### config.mk
export PLATFORM = sky130hd
export DESIGN_NAME = uart_status_and_output_port
export DESIGN_NICKNAME = d
export VERILOG_FILES = /design/src/shared/uart_status_pkg.sv /design/src/hw/uart_status_and_output_port.sv
export SDC_FILE = /design/constraint.sdc
export NUM_CORES = 1
export LEC_CHECK = 0
export BUFFER_PORTS_ARGS = -buffer_cell sky130_fd_sc_hd__buf_2
export CAP_MARGIN = 20
export CORE_MARGIN = 3
export CORE_UTILIZATION = 45
export CTS_CLUSTER_SIZE = 8
export DETAILED_ROUTE_END_ITERATION = 7
export PLACE_DENSITY_LB_ADDON = 0.1
export SYNTH_ARGS = -nofsm -noshare
export SYNTH_HDL_FRONTEND = slang
export SYNTH_SLANG_ARGS = --single-unit
### constraint.sdc
create_clock -name clk_i -period 3.6 [get_ports clk_i]
set_input_delay 0.18 -clock clk_i [delete_from_list [all_inputs] [get_ports clk_i]]
set_output_delay 0.18 -clock clk_i [all_outputs]
set_load 0.1 [all_outputs]
### src/shared/uart_status_pkg.sv
package uart_status_pkg;

	// ----------------------------------------------------------------
	// Register map
	// ----------------------------------------------------------------
	localparam int unsigned ADDR_W = 4;
	localparam int unsigned DATA_W = 8;
	localparam logic [3:0] ADDR_STATUS_A = 4'h0;
	localparam logic [3:0] ADDR_RXDATA_A = 4'h2;
	localparam logic [3:0] ADDR_TXHOLD_A = 4'h4;
	localparam logic [3:0] ADDR_CMD_A = 4'h6;
	localparam logic [3:0] ADDR_MODE_A = 4'h8;
	localparam logic [3:0] ADDR_OUT_SEL = 4'hA;
	localparam logic [3:0] ADDR_LATCH_SET = 4'hB;
	localparam logic [3:0] ADDR_LATCH_CLR = 4'hC;
	localparam logic [3:0] ADDR_IRQ_STATUS = 4'hD;

	// ----------------------------------------------------------------
	// Field positions
	// ----------------------------------------------------------------
	localparam int unsigned ST_BRK = 7;
	localparam int unsigned ST_FE = 6;
	localparam int unsigned ST_PE = 5;
	localparam int unsigned ST_OVR = 4;
	localparam int unsigned ST_TX_UNDERRUN_FLAG = 3;
	localparam int unsigned ST_TX_HOLDING_EMPTY = 2;
	localparam int unsigned ST_RX_QUEUE_FULL_FLAG = 1;
	localparam int unsigned ST_RX_CHAR_AVAILABLE = 0;
	localparam int unsigned MODE_LEN_LSB = 0;
	localparam int unsigned MODE_PAR_TYPE = 2;
	localparam int unsigned MODE_PMODE_LSB = 3;
	localparam int unsigned MODE_RXIRQ_SEL = 6;
	localparam int unsigned CMD_RX_LSB = 0;
	localparam int unsigned CMD_TX_LSB = 2;
	localparam int unsigned CMD_MISC_LSB = 4;
	localparam int unsigned IRQ_BRK_B = 6;
	localparam int unsigned IRQ_RX_B = 5;
	localparam int unsigned IRQ_TX_B = 4;
	localparam int unsigned IRQ_CTR = 3;
	localparam int unsigned IRQ_BRK_A = 2;
	localparam int unsigned IRQ_RX_A = 1;
	localparam int unsigned IRQ_TX_A = 0;
	localparam int unsigned SEL_OP3_LSB = 2;
	localparam int unsigned SEL_OP2_LSB = 0;

	// ----------------------------------------------------------------
	// Encodings, reset values and timing counts
	// ----------------------------------------------------------------
	localparam logic [1:0] PM_WITH = 2'b00;
	localparam logic [1:0] PM_FORCE = 2'b01;
	localparam logic [1:0] PM_NONE = 2'b10;
	localparam logic [1:0] PM_MULTI = 2'b11;
	localparam logic [1:0] CMD_EN = 2'b01;
	localparam logic [1:0] CMD_DIS = 2'b10;
	localparam logic [2:0] MISC_RST_RX = 3'b010;
	localparam logic [2:0] MISC_RST_TX = 3'b011;
	localparam logic [2:0] MISC_RST_ERR = 3'b100;
	localparam logic [2:0] MISC_RST_BRK = 3'b101;
	localparam logic [1:0] SEL_LATCH = 2'b00;
	localparam logic [1:0] SEL_FUNC = 2'b01;
	localparam logic [1:0] SEL_TX1X = 2'b10;
	localparam logic [1:0] SEL_RX1X = 2'b11;
	localparam logic [7:0] MODE_RESET = 8'h13;
	localparam logic [7:0] OUT_SEL_RESET = 8'h00;
	localparam logic [7:0] LATCH_RESET = 8'h00;
	localparam logic [1:0] FIFO_DEPTH = 2'd3;
	localparam logic [3:0] SAMPLE_START = 4'h7;
	localparam logic [3:0] SAMPLE_MID = 4'hF;
	localparam logic [1:0] MARK_EDGES = 2'd2;
	localparam logic [3:0] MIN_CHAR_LEN = 4'h5;

	// ----------------------------------------------------------------
	// Types
	// ----------------------------------------------------------------
	typedef enum logic [2:0] {RX_IDLE, RX_START, RX_DATA, RX_PAR, RX_STOP} rx_state_t;

	typedef struct packed {
		logic brk;
		logic fe;
		logic pe;
		logic [7:0] data;
	} entry_t;

	typedef struct packed {
		logic [2:0] rx_sync;
		logic rx_line;
		rx_state_t rx_state;
		logic [3:0] rx_cnt;
		logic [2:0] rx_bit;
		logic [7:0] rx_shift;
		logic rx_pbit;
		entry_t [2:0] fifo;
		logic [1:0] fifo_cnt;
		entry_t hold;
		logic hold_valid;
		logic brk_active;
		logic [1:0] mark_cnt;
		logic rx_en;
		logic tx_en;
		logic overrun;
		logic rx_queue_full_flag;
		logic tx_holding_empty;
		logic tx_underrun_flag;
		logic chg_brk;
		logic [7:0] mode;
		logic [7:0] thr;
		logic thr_full;
		logic tx_busy;
		logic [10:0] tx_shift;
		logic [3:0] tx_left;
		logic [3:0] tx1x_cnt;
		logic tx16_wave;
		logic txd;
	} chan_t;

	typedef struct packed {
		chan_t [1:0] ch;
		logic [7:0] out_sel;
		logic [7:0] latch;
		logic [7:0] rdata;
		logic [7:0] pins;
		logic [7:0] pins_oe_n;
	} state_t;

endpackage

### src/hw/uart_status_and_output_port.sv
// Overview of operation
// Set received-break when an all-zero character of set length lacks its stop bit.
// A break fills one FIFO entry; loads resume after two marking 1X edges.
// Set change-in-break status at break start and again at break end.
// Breaks starting mid-character are caught if the line stays low one more character.
// Sample stop bit mid first stop position; missing stop sets framing error.
// Break, framing, parity flags describe the FIFO head; valid only with receiver ready.
// Parity error set on wrong parity only in with-parity or force-parity mode.
// In multidrop mode the parity flag holds the received address/data bit.
// New character with full FIFO and waiting character sets overrun, discards waiting one.
// Transmitter-empty sets after last stop with holding empty; clears on load or disable.
// Transmitter-ready sets on transfer or first enable; clears on load or disable.
// FIFO-full sets when third entry fills; read clears it unless a character waits.
// Receiver-ready sets on FIFO entry; read clears it only if FIFO becomes empty.
// Channel B has an identical status register for its own receiver and transmitter.
// Pins 7 and 6 give inverted latch or open-collector inverted transmitter-ready.
// Pins 5 and 4 give inverted latch or open-collector inverted receiver interrupt.
// Pin 3 select: inverted latch, counter output, B transmit 1X, B receive 1X.
// Pin 3 as counter output is open-collector and follows the counter/timer output.
// Software keeps pin 3 select at zero until the timer is programmed.
// Pin 2 select: inverted latch, A transmit clock, A transmit 1X, A receive 1X.
// Latch holds inverted pin levels; set and reset writes touch only one-bits.
// Reset-error-status command clears break, parity, framing and overrun together.
// Channel B receiver interrupt bit shows receiver-ready or FIFO-full per mode bit.
// Reset clears all status flags and selects inverted latch on every pin.
//
// The address map and strobed register access are this design's own decisions.
module uart_status_and_output_port (
	input wire logic clk_i,
	input wire logic resetn_i,
	input wire logic clk_en_i,
	input wire logic [uart_status_pkg::ADDR_W-1:0] reg_addr_i,
	input wire logic [uart_status_pkg::DATA_W-1:0] reg_wdata_i,
	input wire logic reg_wr_i,
	input wire logic reg_rd_i,
	output logic [uart_status_pkg::DATA_W-1:0] reg_rdata_o,
	input wire logic [1:0] rxd_i,
	output logic [1:0] txd_o,
	input wire logic [1:0] rx_tick16_i,
	input wire logic [1:0] tx_tick16_i,
	input wire logic tx_a_ext_1x_i,
	input wire logic ctr_out_i,
	input wire logic ctr_ready_i,
	output logic [7:0] output_pins_o,
	output logic [7:0] output_pins_oe_n_o
);
	import uart_status_pkg::*;

	// ----------------------------------------------------------------
	// Decoding helpers
	// ----------------------------------------------------------------
	// Character length 5..8 from the two length bits
	function automatic logic [3:0] char_len(input logic [7:0] mode);
		char_len = MIN_CHAR_LEN + {2'b00, mode[MODE_LEN_LSB +: 2]};
	endfunction

	function automatic logic parity_on(input logic [7:0] mode);
		parity_on = (mode[MODE_PMODE_LSB +: 2] != PM_NONE);
	endfunction

	// Head-of-queue error bits are gated by receiver ready
	function automatic logic [7:0] status_byte(input chan_t ch);
		logic rdy;
		rdy = (ch.fifo_cnt != 2'd0);
		status_byte = '0;
		status_byte[ST_BRK] = ch.fifo[0].brk & rdy;
		status_byte[ST_FE] = ch.fifo[0].fe & rdy;
		status_byte[ST_PE] = ch.fifo[0].pe & rdy;
		status_byte[ST_OVR] = ch.overrun;
		status_byte[ST_TX_UNDERRUN_FLAG] = ch.tx_underrun_flag;
		status_byte[ST_TX_HOLDING_EMPTY] = ch.tx_holding_empty;
		status_byte[ST_RX_QUEUE_FULL_FLAG] = ch.rx_queue_full_flag;
		status_byte[ST_RX_CHAR_AVAILABLE] = rdy;
	endfunction

	// Receiver interrupt source chosen by the mode register
	function automatic logic rx_irq(input chan_t ch);
		rx_irq = ch.mode[MODE_RXIRQ_SEL] ? ch.rx_queue_full_flag : (ch.fifo_cnt != 2'd0);
	endfunction

	state_t q;
	state_t n;

	// ----------------------------------------------------------------
	// Next-state logic
	// ----------------------------------------------------------------
	always_comb begin
		entry_t newc;
		entry_t [2:0] f;
		logic [1:0] fc;
		logic hv;
		logic push;
		logic pop;
		logic rx_act;
		logic [1:0] pm;
		logic [3:0] len;
		logic [7:0] dm;
		logic pbit;
		logic [9:0] tmp;
		logic [3:0] addr_c;
		logic [7:0] cmd;
		logic [7:0] lvl;
		logic [7:0] oc;
		newc = '0;
		f = '0;
		fc = '0;
		hv = 1'b0;
		push = 1'b0;
		pop = 1'b0;
		rx_act = 1'b0;
		pm = '0;
		len = '0;
		dm = '0;
		pbit = 1'b0;
		tmp = '0;
		addr_c = '0;
		cmd = reg_wdata_i;
		lvl = '0;
		oc = '0;
		n = q;
		n.rdata = '0;

		// Both channels share one body; only the address offset differs
		for (int c = 0; c < 2; c++) begin
			addr_c = 4'(c);
			pm = q.ch[c].mode[MODE_PMODE_LSB +: 2];
			len = char_len(q.ch[c].mode);
			push = 1'b0;
			newc = '0;
			// Three-stage line synchroniser; accept a level once stages two and three agree
			n.ch[c].rx_sync = {q.ch[c].rx_sync[1:0], rxd_i[c]};
			if (q.ch[c].rx_sync[2] == q.ch[c].rx_sync[1]) begin
				n.ch[c].rx_line = q.ch[c].rx_sync[2];
			end

			// Channel commands, applied before events so events win
			if (reg_wr_i && reg_addr_i == ADDR_CMD_A + addr_c) begin
				if (cmd[CMD_RX_LSB +: 2] == CMD_EN) begin
					n.ch[c].rx_en = 1'b1;
				end else if (cmd[CMD_RX_LSB +: 2] == CMD_DIS) begin
					n.ch[c].rx_en = 1'b0;
				end
				if (cmd[CMD_TX_LSB +: 2] == CMD_EN) begin
					n.ch[c].tx_en = 1'b1;
					if (!q.ch[c].tx_en) begin
						n.ch[c].tx_holding_empty = 1'b1;
						n.ch[c].thr_full = 1'b0;
					end
				end else if (cmd[CMD_TX_LSB +: 2] == CMD_DIS) begin
					// Character in flight still finishes
					n.ch[c].tx_en = 1'b0;
					n.ch[c].tx_holding_empty = 1'b0;
					n.ch[c].tx_underrun_flag = 1'b0;
					n.ch[c].thr_full = 1'b0;
				end
				case (cmd[CMD_MISC_LSB +: 3])
					MISC_RST_RX: begin
						n.ch[c].rx_en = 1'b0;
						n.ch[c].fifo_cnt = '0;
						n.ch[c].rx_queue_full_flag = 1'b0;
						n.ch[c].hold_valid = 1'b0;
						n.ch[c].rx_state = RX_IDLE;
					end
					MISC_RST_TX: begin
						n.ch[c].tx_en = 1'b0;
						n.ch[c].tx_holding_empty = 1'b0;
						n.ch[c].tx_underrun_flag = 1'b0;
						n.ch[c].thr_full = 1'b0;
						n.ch[c].tx_busy = 1'b0;
						n.ch[c].tx_left = '0;
						n.ch[c].txd = 1'b1;
					end
					MISC_RST_ERR: begin
						n.ch[c].overrun = 1'b0;
						for (int e = 0; e < 3; e++) begin
							n.ch[c].fifo[e].brk = 1'b0;
							n.ch[c].fifo[e].fe = 1'b0;
							n.ch[c].fifo[e].pe = 1'b0;
						end
						n.ch[c].hold.brk = 1'b0;
						n.ch[c].hold.fe = 1'b0;
						n.ch[c].hold.pe = 1'b0;
					end
					MISC_RST_BRK: n.ch[c].chg_brk = 1'b0;
					default: ;
				endcase
			end
			if (reg_wr_i && reg_addr_i == ADDR_MODE_A + addr_c) begin
				n.ch[c].mode = reg_wdata_i;
			end
			rx_act = n.ch[c].rx_en | (pm == PM_MULTI);

			// Receiver, advanced on the 16X tick
			if (rx_tick16_i[c]) begin
				n.ch[c].rx_cnt = q.ch[c].rx_cnt + 4'd1;
				// End of break: two successive 1X edges with the line marking
				if (q.ch[c].brk_active) begin
					if (!q.ch[c].rx_line) begin
						n.ch[c].mark_cnt = '0;
					end else if (q.ch[c].rx_cnt == SAMPLE_MID) begin
						if (q.ch[c].mark_cnt == MARK_EDGES - 2'd1) begin
							n.ch[c].brk_active = 1'b0;
							n.ch[c].mark_cnt = '0;
							n.ch[c].chg_brk = 1'b1;
						end else begin
							n.ch[c].mark_cnt = q.ch[c].mark_cnt + 2'd1;
						end
					end
				end
				case (q.ch[c].rx_state)
					RX_IDLE: begin
						// No new character while a break is still on the line
						if (rx_act && !q.ch[c].brk_active && !q.ch[c].rx_line) begin
							n.ch[c].rx_state = RX_START;
							n.ch[c].rx_cnt = '0;
						end
					end
					RX_START: begin
						if (q.ch[c].rx_cnt == SAMPLE_START) begin
							n.ch[c].rx_cnt = '0;
							n.ch[c].rx_bit = '0;
							n.ch[c].rx_shift = '0;
							n.ch[c].rx_state = q.ch[c].rx_line ? RX_IDLE : RX_DATA;
						end
					end
					RX_DATA: begin
						if (q.ch[c].rx_cnt == SAMPLE_MID) begin
							n.ch[c].rx_shift = {q.ch[c].rx_line, q.ch[c].rx_shift[7:1]};
							n.ch[c].rx_bit = q.ch[c].rx_bit + 3'd1;
							if ({1'b0, q.ch[c].rx_bit} == len - 4'd1) begin
								n.ch[c].rx_state = parity_on(q.ch[c].mode) ? RX_PAR : RX_STOP;
							end
						end
					end
					RX_PAR: begin
						if (q.ch[c].rx_cnt == SAMPLE_MID) begin
							n.ch[c].rx_pbit = q.ch[c].rx_line;
							n.ch[c].rx_state = RX_STOP;
						end
					end
					RX_STOP: begin
						if (q.ch[c].rx_cnt == SAMPLE_MID) begin
							push = 1'b1;
							n.ch[c].rx_state = RX_IDLE;
							newc.data = q.ch[c].rx_shift >> (4'd8 - len);
							newc.fe = !q.ch[c].rx_line;
							// Also catches a break that began mid-character one frame later
							newc.brk = newc.fe && (q.ch[c].rx_shift == 8'h00) &&
								!(parity_on(q.ch[c].mode) && q.ch[c].rx_pbit);
							case (pm)
								PM_WITH: newc.pe = (^{newc.data, q.ch[c].rx_pbit}) !=
									q.ch[c].mode[MODE_PAR_TYPE];
								PM_FORCE: newc.pe = q.ch[c].rx_pbit != q.ch[c].mode[MODE_PAR_TYPE];
								PM_MULTI: newc.pe = q.ch[c].rx_pbit;
								default: newc.pe = 1'b0;
							endcase
							if (newc.brk) begin
								newc.pe = 1'b0;
								n.ch[c].brk_active = 1'b1;
								n.ch[c].mark_cnt = '0;
								n.ch[c].chg_brk = 1'b1;
							end
						end
					end
					default: n.ch[c].rx_state = RX_IDLE;
				endcase
			end
			if (!rx_act && q.ch[c].rx_state != RX_IDLE) begin
				n.ch[c].rx_state = RX_IDLE;
			end

			// Receive queue: pop on buffer read, then load the new character
			f = n.ch[c].fifo;
			fc = n.ch[c].fifo_cnt;
			hv = n.ch[c].hold_valid;
			pop = reg_rd_i && reg_addr_i == ADDR_RXDATA_A + addr_c && q.ch[c].fifo_cnt != 2'd0;
			if (pop) begin
				f[0] = f[1];
				f[1] = f[2];
				fc = fc - 2'd1;
				if (hv) begin
					// Waiting character moves in; queue stays full
					f[2] = n.ch[c].hold;
					fc = FIFO_DEPTH;
					hv = 1'b0;
				end else begin
					n.ch[c].rx_queue_full_flag = 1'b0;
				end
			end
			if (push) begin
				if (fc < FIFO_DEPTH) begin
					f[fc] = newc;
					fc = fc + 2'd1;
					if (fc == FIFO_DEPTH) begin
						n.ch[c].rx_queue_full_flag = 1'b1;
					end
				end else begin
					// A second waiter overwrites the first, losing it and its status
					if (hv) begin
						n.ch[c].overrun = 1'b1;
					end
					n.ch[c].hold = newc;
					hv = 1'b1;
				end
			end
			n.ch[c].fifo = f;
			n.ch[c].fifo_cnt = fc;
			n.ch[c].hold_valid = hv;

			// Transmitter, bit boundaries on the free-running 1X phase
			if (tx_tick16_i[c]) begin
				n.ch[c].tx1x_cnt = q.ch[c].tx1x_cnt + 4'd1;
				n.ch[c].tx16_wave = !q.ch[c].tx16_wave;
				if (q.ch[c].tx1x_cnt == SAMPLE_MID) begin
					if (q.ch[c].tx_left != 4'd0) begin
						n.ch[c].txd = q.ch[c].tx_shift[0];
						n.ch[c].tx_shift = {1'b1, q.ch[c].tx_shift[10:1]};
						n.ch[c].tx_left = q.ch[c].tx_left - 4'd1;
					end else begin
						n.ch[c].tx_busy = 1'b0;
						if (q.ch[c].thr_full && q.ch[c].tx_en) begin
							dm = q.ch[c].thr;
							tmp = 10'h3FF;
							for (int i = 0; i < 8; i++) begin
								if (4'(i) < len) begin
									tmp[i] = dm[i];
								end else begin
									dm[i] = 1'b0;
								end
							end
							pbit = (pm == PM_WITH) ? (^dm ^ q.ch[c].mode[MODE_PAR_TYPE]) :
								q.ch[c].mode[MODE_PAR_TYPE];
							if (parity_on(q.ch[c].mode)) begin
								tmp[len] = pbit;
							end
							n.ch[c].tx_shift = {tmp, 1'b0};
							n.ch[c].tx_left = len + 4'd2 + {3'b000, parity_on(q.ch[c].mode)};
							n.ch[c].tx_busy = 1'b1;
							n.ch[c].thr_full = 1'b0;
							n.ch[c].tx_holding_empty = 1'b1;
						end else if (q.ch[c].tx_busy && q.ch[c].tx_en) begin
							n.ch[c].tx_underrun_flag = 1'b1;
						end
					end
				end
			end
			// CPU load; ignored while disabled so it is never sent
			if (reg_wr_i && reg_addr_i == ADDR_TXHOLD_A + addr_c && n.ch[c].tx_en) begin
				n.ch[c].thr = reg_wdata_i;
				n.ch[c].thr_full = 1'b1;
				n.ch[c].tx_holding_empty = 1'b0;
				n.ch[c].tx_underrun_flag = 1'b0;
			end
		end

		// Output configuration and latch writes
		if (reg_wr_i && reg_addr_i == ADDR_OUT_SEL) begin
			n.out_sel = reg_wdata_i;
		end
		if (reg_wr_i && reg_addr_i == ADDR_LATCH_SET) begin
			n.latch = q.latch | reg_wdata_i;
		end
		if (reg_wr_i && reg_addr_i == ADDR_LATCH_CLR) begin
			n.latch = q.latch & ~reg_wdata_i;
		end

		// Read data, valid only in the cycle after the strobe
		if (reg_rd_i) begin
			case (reg_addr_i)
				ADDR_STATUS_A: n.rdata = status_byte(q.ch[0]);
				ADDR_STATUS_A + 4'd1: n.rdata = status_byte(q.ch[1]);
				ADDR_RXDATA_A: n.rdata = q.ch[0].fifo_cnt != 2'd0 ? q.ch[0].fifo[0].data : 8'h00;
				ADDR_RXDATA_A + 4'd1: n.rdata = q.ch[1].fifo_cnt != 2'd0 ? q.ch[1].fifo[0].data : 8'h00;
				ADDR_MODE_A: n.rdata = q.ch[0].mode;
				ADDR_MODE_A + 4'd1: n.rdata = q.ch[1].mode;
				ADDR_OUT_SEL: n.rdata = q.out_sel;
				ADDR_LATCH_SET: n.rdata = q.latch;
				ADDR_IRQ_STATUS: begin
					n.rdata[IRQ_BRK_B] = q.ch[1].chg_brk;
					n.rdata[IRQ_RX_B] = rx_irq(q.ch[1]);
					n.rdata[IRQ_TX_B] = q.ch[1].tx_holding_empty;
					n.rdata[IRQ_CTR] = ctr_ready_i;
					n.rdata[IRQ_BRK_A] = q.ch[0].chg_brk;
					n.rdata[IRQ_RX_A] = rx_irq(q.ch[0]);
					n.rdata[IRQ_TX_A] = q.ch[0].tx_holding_empty;
				end
				default: n.rdata = 8'h00;
			endcase
		end

		// Output pins: inverted latch unless an auxiliary function is selected
		lvl = ~q.latch;
		if (q.out_sel[7]) begin
			lvl[7] = !q.ch[1].tx_holding_empty;
			oc[7] = 1'b1;
		end
		if (q.out_sel[6]) begin
			lvl[6] = !q.ch[0].tx_holding_empty;
			oc[6] = 1'b1;
		end
		// Unmasked: the interrupt mask never gates these pins
		if (q.out_sel[5]) begin
			lvl[5] = !rx_irq(q.ch[1]);
			oc[5] = 1'b1;
		end
		if (q.out_sel[4]) begin
			lvl[4] = !rx_irq(q.ch[0]);
			oc[4] = 1'b1;
		end
		case (q.out_sel[SEL_OP3_LSB +: 2])
			SEL_FUNC: begin
				lvl[3] = ctr_out_i;
				oc[3] = 1'b1;
			end
			SEL_TX1X: lvl[3] = q.ch[1].tx1x_cnt[3];
			SEL_RX1X: lvl[3] = q.ch[1].rx_cnt[3];
			default: ;
		endcase
		case (q.out_sel[SEL_OP2_LSB +: 2])
			SEL_FUNC: lvl[2] = tx_a_ext_1x_i ? q.ch[0].tx1x_cnt[3] : q.ch[0].tx16_wave;
			SEL_TX1X: lvl[2] = q.ch[0].tx1x_cnt[3];
			SEL_RX1X: lvl[2] = q.ch[0].rx_cnt[3];
			default: ;
		endcase
		// Open-collector pins only ever pull low; release means high
		n.pins = lvl & ~oc;
		n.pins_oe_n = lvl & oc;
	end

	// ----------------------------------------------------------------
	// State register
	// ----------------------------------------------------------------
	always_ff @(posedge clk_i or negedge resetn_i) begin
		if (!resetn_i) begin
			q <= '0;
			for (int c = 0; c < 2; c++) begin
				q.ch[c].rx_sync <= 3'b111;
				q.ch[c].rx_line <= 1'b1;
				q.ch[c].mode <= MODE_RESET;
				q.ch[c].txd <= 1'b1;
			end
			q.out_sel <= OUT_SEL_RESET;
			q.latch <= LATCH_RESET;
			q.pins <= ~LATCH_RESET;
		end else if (clk_en_i) begin
			q <= n;
		end
	end

	// ----------------------------------------------------------------
	// Outputs
	// ----------------------------------------------------------------
	assign reg_rdata_o = q.rdata;
	assign txd_o = {q.ch[1].txd, q.ch[0].txd};
	assign output_pins_o = q.pins;
	assign output_pins_oe_n_o = q.pins_oe_n;

endmodule

# [Yosys cells after proc, flatten, opt, wreduce, memory -nomap -nowiden]
# Cells that the tools add are included.
[totals] ff_bits=278 inputBits=26 elab_cells=739
[classes] addsub=24 magnitude_cmp=26 n_eq_ne=63 n_shift=2 muxes=423 bitwise=19 reduce_logical=91
[op_table] cell="1-bit two-way mux" n=276
[op_table] cell="33-bit two-way mux" n=6
[op_table] cell="11-bit two-way mux" n=16
[op_table] cell="3-bit two-way mux" n=40
[op_table] cell="2-bit two-way mux" n=36
[op_table] cell="17-bit two-way mux" n=4
[op_table] cell="33-bit bitwise mux" n=2
[op_table] cell="7-bit one-hot mux with 9 select lines" n=1
[op_table] cell="23-bit two-way mux" n=2
[op_table] cell="11-bit demux with 2-bit select" n=2
[op_table] cell="11-bit one-hot mux with 2 select lines" n=2
[op_table] cell="4-bit == test (second input constant)" n=10
[op_table] cell="8-bit two-way mux" n=5
[op_table] cell="19-bit two-way mux" n=2
[op_table] cell="18-bit two-way mux" n=2
[op_table] cell="1-bit logical AND" n=35
[op_table] cell="3-bit by 4-bit less-than comparator with 1-bit output (first input constant)" n=8
[op_table] cell="15-bit two-way mux" n=2
[op_table] cell="3-bit one-hot mux with 5 select lines" n=2
[op_table] cell="7-bit two-way mux" n=4
[op_table] cell="8-bit AND" n=3
[op_table] cell="4-bit by 3-bit == test with 1-bit output (second input constant)" n=6
[op_table] cell="8-bit inverter" n=3
[op_table] cell="2-bit AND reduction" n=12
[op_table] cell="other kinds (54)" n=167

# [Logic depth before layout (Yosys ltp)]
# Gate-level depths: netlist (run 1).
[depth] depth_word=17 mapped_depth=13

# [Worst setup path before layout (run 1)]
# No wires, ideal clock.
[synth_path] path_kind="register -> register" from="register q[190] (netlist name)" to="register q[217] (netlist name)" setup_time_ns=0.120 arrival_time_ns=3.080 required_ns=3.480 path_slack_ns=0.400 stages_incl_launch_ff=13 path_cell_list="dfstp_2 -> buf_2 -> buf_2 -> inv_1 -> ha_1 -> buf_4 -> mux4_2 -> xnor2_1 -> xnor2_1 -> xnor2_1 -> a22oi_1 -> nor3_1 -> a31o_2"
[synth_between] elab_chain_len=12
[synth_lines] item="start, declared" line="uart_status_and_output_port.sv:81" source="state_t q;"
[synth_lines] item="start signal, assigned" line="uart_status_and_output_port.sv:446" source="q <= n;"
[synth_lines] item="3-bit by 2-bit adder with 4-bit output" line="uart_status_and_output_port.sv:54" source="char_len = MIN_CHAR_LEN + {2'b00, mode[MODE_LEN_LSB +: 2]};"
[synth_lines] item="4-bit subtractor" line="uart_status_and_output_port.sv:245" source="newc.data = q.ch[c].rx_shift >> (4'd8 - len);"
[synth_lines] item="8-bit by 4-bit >> shifter with 8-bit output" line="uart_status_and_output_port.sv:245"
[synth_lines] item="9-bit XOR reduction" line="uart_status_and_output_port.sv:251" source="PM_WITH: newc.pe = (^{newc.data, q.ch[c].rx_pbit}) !="
[synth_lines] item="1-bit inequality test" line="uart_status_and_output_port.sv:251"
[synth_lines] item="1-bit one-hot mux with 3 select lines" line="uart_status_and_output_port.sv:250" source="case (pm)"
[synth_lines] item="1-bit two-way mux" line="uart_status_and_output_port.sv:257" source="if (newc.brk) begin"
[synth_lines] item="11-bit two-way mux" line="uart_status_and_output_port.sv:242" source="if (q.ch[c].rx_cnt == SAMPLE_MID) begin"
[synth_lines] item="11-bit two-way mux" line="uart_status_and_output_port.sv:210" source="case (q.ch[c].rx_state)"
[synth_lines] item="11-bit two-way mux" line="uart_status_and_output_port.sv:194" source="if (rx_tick16_i[c]) begin"
[synth_lines] item="11-bit two-way mux" line="uart_status_and_output_port.sv:291" source="if (fc < FIFO_DEPTH) begin"
[synth_lines] item="11-bit two-way mux" line="uart_status_and_output_port.sv:290" source="if (push) begin"
# Every way passes these cells.
# A chain may end at the register's enable or synchronous reset.

# [Final worst setup path (run 1)]
[layout_path] from="register q[72] (netlist name)" to="register q[133] (netlist name)"
[layout_between] elab_chain_len=13
[layout_lines] item="3-bit by 2-bit adder with 4-bit output" line="uart_status_and_output_port.sv:54"
[layout_lines] item="4-bit subtractor" line="uart_status_and_output_port.sv:245"
[layout_lines] item="8-bit by 4-bit >> shifter with 8-bit output" line="uart_status_and_output_port.sv:245"
[layout_lines] item="9-bit XOR reduction" line="uart_status_and_output_port.sv:251"
[layout_lines] item="1-bit inequality test" line="uart_status_and_output_port.sv:251"
[layout_lines] item="1-bit one-hot mux with 3 select lines" line="uart_status_and_output_port.sv:250"
[layout_lines] item="1-bit two-way mux" line="uart_status_and_output_port.sv:257"
[layout_lines] item="11-bit two-way mux" line="uart_status_and_output_port.sv:242"
[layout_lines] item="11-bit two-way mux" line="uart_status_and_output_port.sv:210"
[layout_lines] item="11-bit two-way mux" line="uart_status_and_output_port.sv:194"
[layout_lines] item="33-bit bitwise mux" line="uart_status_and_output_port.sv:292" source="f[fc] = newc;"
[layout_lines] item="33-bit two-way mux" line="uart_status_and_output_port.sv:291"
[layout_lines] item="33-bit two-way mux" line="uart_status_and_output_port.sv:290"
# Every way passes these cells.

==> results.cfg, run 1 <==
[status]
outcome = completed

[global_route]
antenna_found_initial = 2
grt-ovfl-total = 0
grt_pass1_vias = 12350
met1_usage_pct = 33.86
gr-usage-met2_pct = 38.14
grt_use_total_pct = 24.02
grt_max_degree = 110
top_usage_layer = met2
grt_pass1_wl_um = 69230
grt_util_met3_pct = 3.703

[sta]
hold_violations = 0
rsz0062_at_grt = no
setup_ws_ns = 0.3706
worst_pin_slew_ns = 0.9079
timing.hold.ws_ns = 0.04440
fin_crit_sh_pct = 89.71
slew_violations = 0
setup_viol = 0
slew-limit-headroom_pct = 39.47
period_minus_slack_ns = 3.229
finClkSkew_ns = 0.01223
setup_tns_ns = 0
fmax_ghz = 0.3097

[drt]
wl_um = 42700
via_per_inst = 5.850
num_vias = 12470
drtPass1Iterations = 5
drtIter0Drc = 999
drc = 0
wl_per_cell_um = 20.03
ant_nets = 0

[pwr]
finalPower_mw = 11.11
leakagePower_nw = 7.276
ir_worst_vdd_mv = 0.3601
powerDensity_nw_per_um2 = 658.0

[yosys]
async_flop_share_pct = 100.0
syn_area_um2 = 15090
ys_seq_area_share_pct = 45.63
syn-mean-instance-area_um2 = 9.153
synth_cell_types = 80
synth_edf_count = 0
synth_ff_type = dfrtp_1
yosys_warnings = 0
syn_inst = 1649
ys_ff_latch = 274

[clocking]
cts-root-buf = clkbuf_16
cts.sinks = 274
path_clk_slew_ns = 0.06
h-tree-depth = 2
cts_made_buffers = 40
cts_setup_buffers = 0
clkLatencyLatePin_ns = 0.52
cts_tree = yes
cts_max_path_buffers = 3

[place]
io_buffers = 48
dpl.hpwl_um = 29510
post-place-ws_ns = 0.3759
place_congestion = 0.8651

[finish]
nFillCells = 3072
final_core_util_pct = 51.51
final_common_cell = dfrtp_1
drive_above_1_share_pct = 15.81
area_growth_pct = 11.89
nets = 1714
final_cell_mix = dfrtp_1 (250), nand2_1 (213), nor2_1 (160)

[die]
core_um2 = 32780
die_w_um = 189.1
pin_count = 52
core.rowCount = 66
die_area_um2 = 35770
die_h_um = 189.1
initial_core_util_pct = 46.04

[min_path]
hold_class = input port to register
min-delay-start = reg_wdata_i[7]

[run]
maxCapViolations = 0

[critical_path]
crit_type = register to register
critPathRequiredTime_ns = 3.97
reg2reg_from = q[72]
start_kind = register
crit_start = q[72]
end_kind = register
r2r_cells = 10
critPathMaxFanout = 12
rrSetupSlack_ns = 0.37
r2r_end = q[133]
arrival_ns = 3.60
timing.critical_path.to = q[133]
## cells in the mapped netlist, drive strengths merged (33+ instances only)
| cell type | count | area [µm²] |
|---|---|---|
| clkbuf | 75 | 282.8 |
| xnor2 | 33 | 289.0 |
| o22ai | 61 | 381.6 |
| nor2 | 160 | 600.6 |
| buf | 55 | 334.1 |
| nand2 | 214 | 805.8 |
| dfrtp | 250 | 6256 |
| nand3 | 39 | 200.2 |
| mux2 | 67 | 754.5 |
| a21oi | 143 | 745.7 |
| o21ai | 129 | 649.4 |
| inv | 43 | 161.4 |
## repair_timing
action	CTS	global route
gates resized for setup	0	0
hold buffers	7	0
endpoints found under the hold margin	105	0
## how the worst min path moves through the flow
stage	slack, ns	endpoint	depth (start not counted)
4_1_cts	0.03	q[34]	2
6_report	0.04	q[197]	2
5_1_grt	0.05	q[72]	3
3_5_place_dp	0.31	q[49]	1
2_1_floorplan	-0.12	async pin	0
3_3_place_gp	0.30	q[49]	1
## worst max-delay path, stage by stage (launching register included)
cell      delay [ns]
dfstp_2         0.55
inv_1           0.10
ha_1            0.60
mux4_2          0.59
xnor2_1         0.17
nor2_1          0.06
a21oi_1         0.15
xnor2_1         0.16
xnor2_1         0.10
a41oi_1         0.39
o221ai_1        0.20
## power by group
group | switching, mW | total [mW] | internal [mW]
logic | 1.89 | 3.17 | 1.28
clock network | 1.38 | 3.47 | 2.09
registers | 0.664 | 4.47 | 3.81
## cell families after synthesis
logic type	synth area share (%)
AO/OA/AOI/OAI	19.56
XOR/XNOR	2.794
adder cells (fa/ha/maj)	1.907
buffers and inverters	5.156
flip-flops	45.63
multiplexers	7.768
other	0.02485
AND/OR/NAND/NOR	17.17
## flip-flops by register name, summed over array words and instances (netlist names), named ones only
name,cells
reg_rdata_o,8
n,4
txd_o,2
output_pins_o,8
q,239
output_pins_oe_n_o,5
## through the flow
| step | instances | area [µm²] |
|---|---|---|
| detailed placement | 2057 | 15670 |
| global placement | 2057 | 15670 |
| global route | 2132 | 16890 |
| CTS | 2130 | 16880 |
| finish | 2132 | 16890 |
| floorplan | 1651 | 15100 |
## layer usage
layer	vias up	share of wire, %	routed length (µm)
li1	5930	-	-
met1	6122	46	19780
met2	334	46	19680
met3	84	4.6	1977
met4	2	2.9	1247
met5	-	0.030	13
## final cells by class
class | count | area [µm²] | area share (%)
clock inverter | 3 | 26.28 | 0.1556
antenna | 1 | 2.502 | 0.01482
clock buffer | 63 | 1109 | 6.564
inverter | 43 | 161.4 | 0.9558
tap | 442 | 553.0 | 3.275
multi-input combinational | 1204 | 7436 | 44.03
timing repair buffer | 102 | 713.2 | 4.223
sequential | 274 | 6887 | 40.78
Power figures use the tool's default switching activity.
==> run 2, diff against run 1 <==
GPL_TIMING_DRIVEN = 0   (was default)
==> run 2 against run 1 <==
Against the previous run: combinational power grew 8.2%; power grew 1.6%; largest power group unchanged; cell count grew 4.3%; largest cell class unchanged; register-to-register slack lost 0.19 ns; fmax shrank 5.6%; routed wire length grew 7.2%; the flow now finishes with violations (DRC); global-route usage grew 1.2 points; clock skew grew 0.0044 ns.
==> results.cfg, run 2 (same netlist as run 1, synthesis figures left out) <==
[pwr]
pwr-share-seq_pct = 39.0
pwr-share-comb_pct = 30.4
ir_worst_vdd_mv = 0.3349
powerDensity_nw_per_um2 = 653.4
leakagePower_nw = 7.412
switching_share_pct = 35.62
p_sw_mw = 4.020
power_frac_clock_pct = 30.6
finalPower_mw = 11.29
p_int_mw = 7.267

[clocking]
h-tree-depth = 2
path_clk_slew_ns = 0.05
cts_max_path_buffers = 3
clkLatencyLatePin_ns = 0.52
cts-root-buf = clkbuf_16
cts.sinks = 274
cts_tree = yes
cts_made_buffers = 40

[finish]
area_growth_pct = 14.45
largest-register = q
final_cell_mix = dfrtp_1 (250), nand2_1 (213), nor2_1 (160)
drive_above_1_share_pct = 15.73
instances_no_fill = 2223
largest_register_ffs = 239
nets = 1806
final_core_util_pct = 52.69
final_common_cell = dfrtp_1

[drt]
ant_nets = 0
wl_per_cell_um = 20.60
via_per_inst = 5.848
num_vias = 13000
wl_um = 45790
drc = 1
drtIter0Drc = 1157
drtPass1Iterations = 8

[sta]
finClkSkew_ns = 0.01663
fin_crit_sh_pct = 94.98
setup_ws_ns = 0.1806
setup_viol = 0
slew_violations = 0
setup_tns_ns = 0
slew-limit-headroom_pct = 19.01
rsz0062_at_grt = no
period_minus_slack_ns = 3.419
worst_pin_slew_ns = 1.215
fmax_ghz = 0.2925
hold_violations = 0

[die]
core.rowCount = 66
die_area_um2 = 35770
pin_count = 52
die_w_um = 189.1
die_h_um = 189.1
initial_core_util_pct = 46.04
core_um2 = 32780

[global_route]
grt_max_degree = 118
antenna_found_initial = 2
grt-ovfl-total = 0
grt_pass1_vias = 12440
grt_use_total_pct = 25.25
grt_pass1_wl_um = 71700

[critical_path]
critPathMaxFanout = 10
critPathRequiredTime_ns = 4.01
start_kind = register
arrival_ns = 3.82
crit_type = register to register
end_kind = register

[status]
outcome = finished, violations left
failed_checks = DRC

[run]
maxCapViolations = 0

[place]
dpl.cell_count = 2142
post-place-ws_ns = -0.3850
place_congestion = 0.9476
io_buffers = 46
dpl.hpwl_um = 32290

[min_path]
hold_class = input port to register
-- run 2: worst paths after layout --
| kind | end | cells after the start | from | slack, ns |
|---|---|---|---|---|
| worst min register to register | output_pins_o[7] | 1 | register | 0.45 |
| max in group asynchronous | q[247] | 4 | resetn_i | 1.99 |
| worst max register to register | q[111] | 12 | q[71] | 0.18 |
| min in group asynchronous | q[49] | 2 | resetn_i | 0.18 |
| worst max-delay path | q[111] | 12 | q[71] | 0.18 |
| worst min-delay path | q[73] | 2 | reg_wdata_i[2] | 0.05 |
-- run 2: layout make-up --
cell class | count | area, µm²
diodes | 1 | 2.502
fillers | 3071 | 15510
flip-flops and latches | 274 | 6887
clock buffers | 64 | 1122
multi-input cells | 1204 | 7481
inverters | 43 | 165.2
clock inverters | 1 | 5.005
repair buffers | 65 | 435.4
plain buffers | 129 | 623.1
well taps | 442 | 553.0
-- run 2: timing repair --
item                                    in CTS  in global routing
hold buffers                                 5                  0
endpoints found under the setup margin       9                  6
pin swaps                                    0                  2
cloned                                       0                  0
resized for setup                            8                  4
endpoints found under the hold margin       59                  0
buffers inserted                             3                  4
-- run 2: per-layer routing --
layer  share of wire, %  global-route usage [%]
met1                 44                   34.63
met2                 47                   41.11
met3                5.7                   3.536
met4                3.2                   9.138
met5                  0                       0
-- run 2: metrics by stage --
step	cell area [µm²]	hold slack, ns
floorplan	15100	-0.1156
global placement	15880	0.4331
detailed placement	15950	0.1291
CTS	17190	0.03666
global route	17270	0.06506
finish	17270	0.05365
-- run 2: power groups by stage --
stage	Combinational, mW	Clock, mW	Sequential [mW]
floorplan	2.60	0	4.22
global placement	3.27	0	4.41
detailed placement	3.34	0	4.43
CTS	3.40	3.53	4.38
global route	3.78	3.66	4.48
finish	3.43	3.46	4.40
-- run 2: worst max-delay path, stage by stage (launching register included) --
cell	delay, ns
dfstp_2	0.57
buf_4	0.21
inv_1	0.16
ha_4	0.34
buf_4	0.20
mux2_2	0.37
a22oi_2	0.20
xnor2_1	0.15
a21oi_1	0.09
xnor2_1	0.27
xnor2_1	0.20
a41oi_2	0.23
o31ai_1	0.30
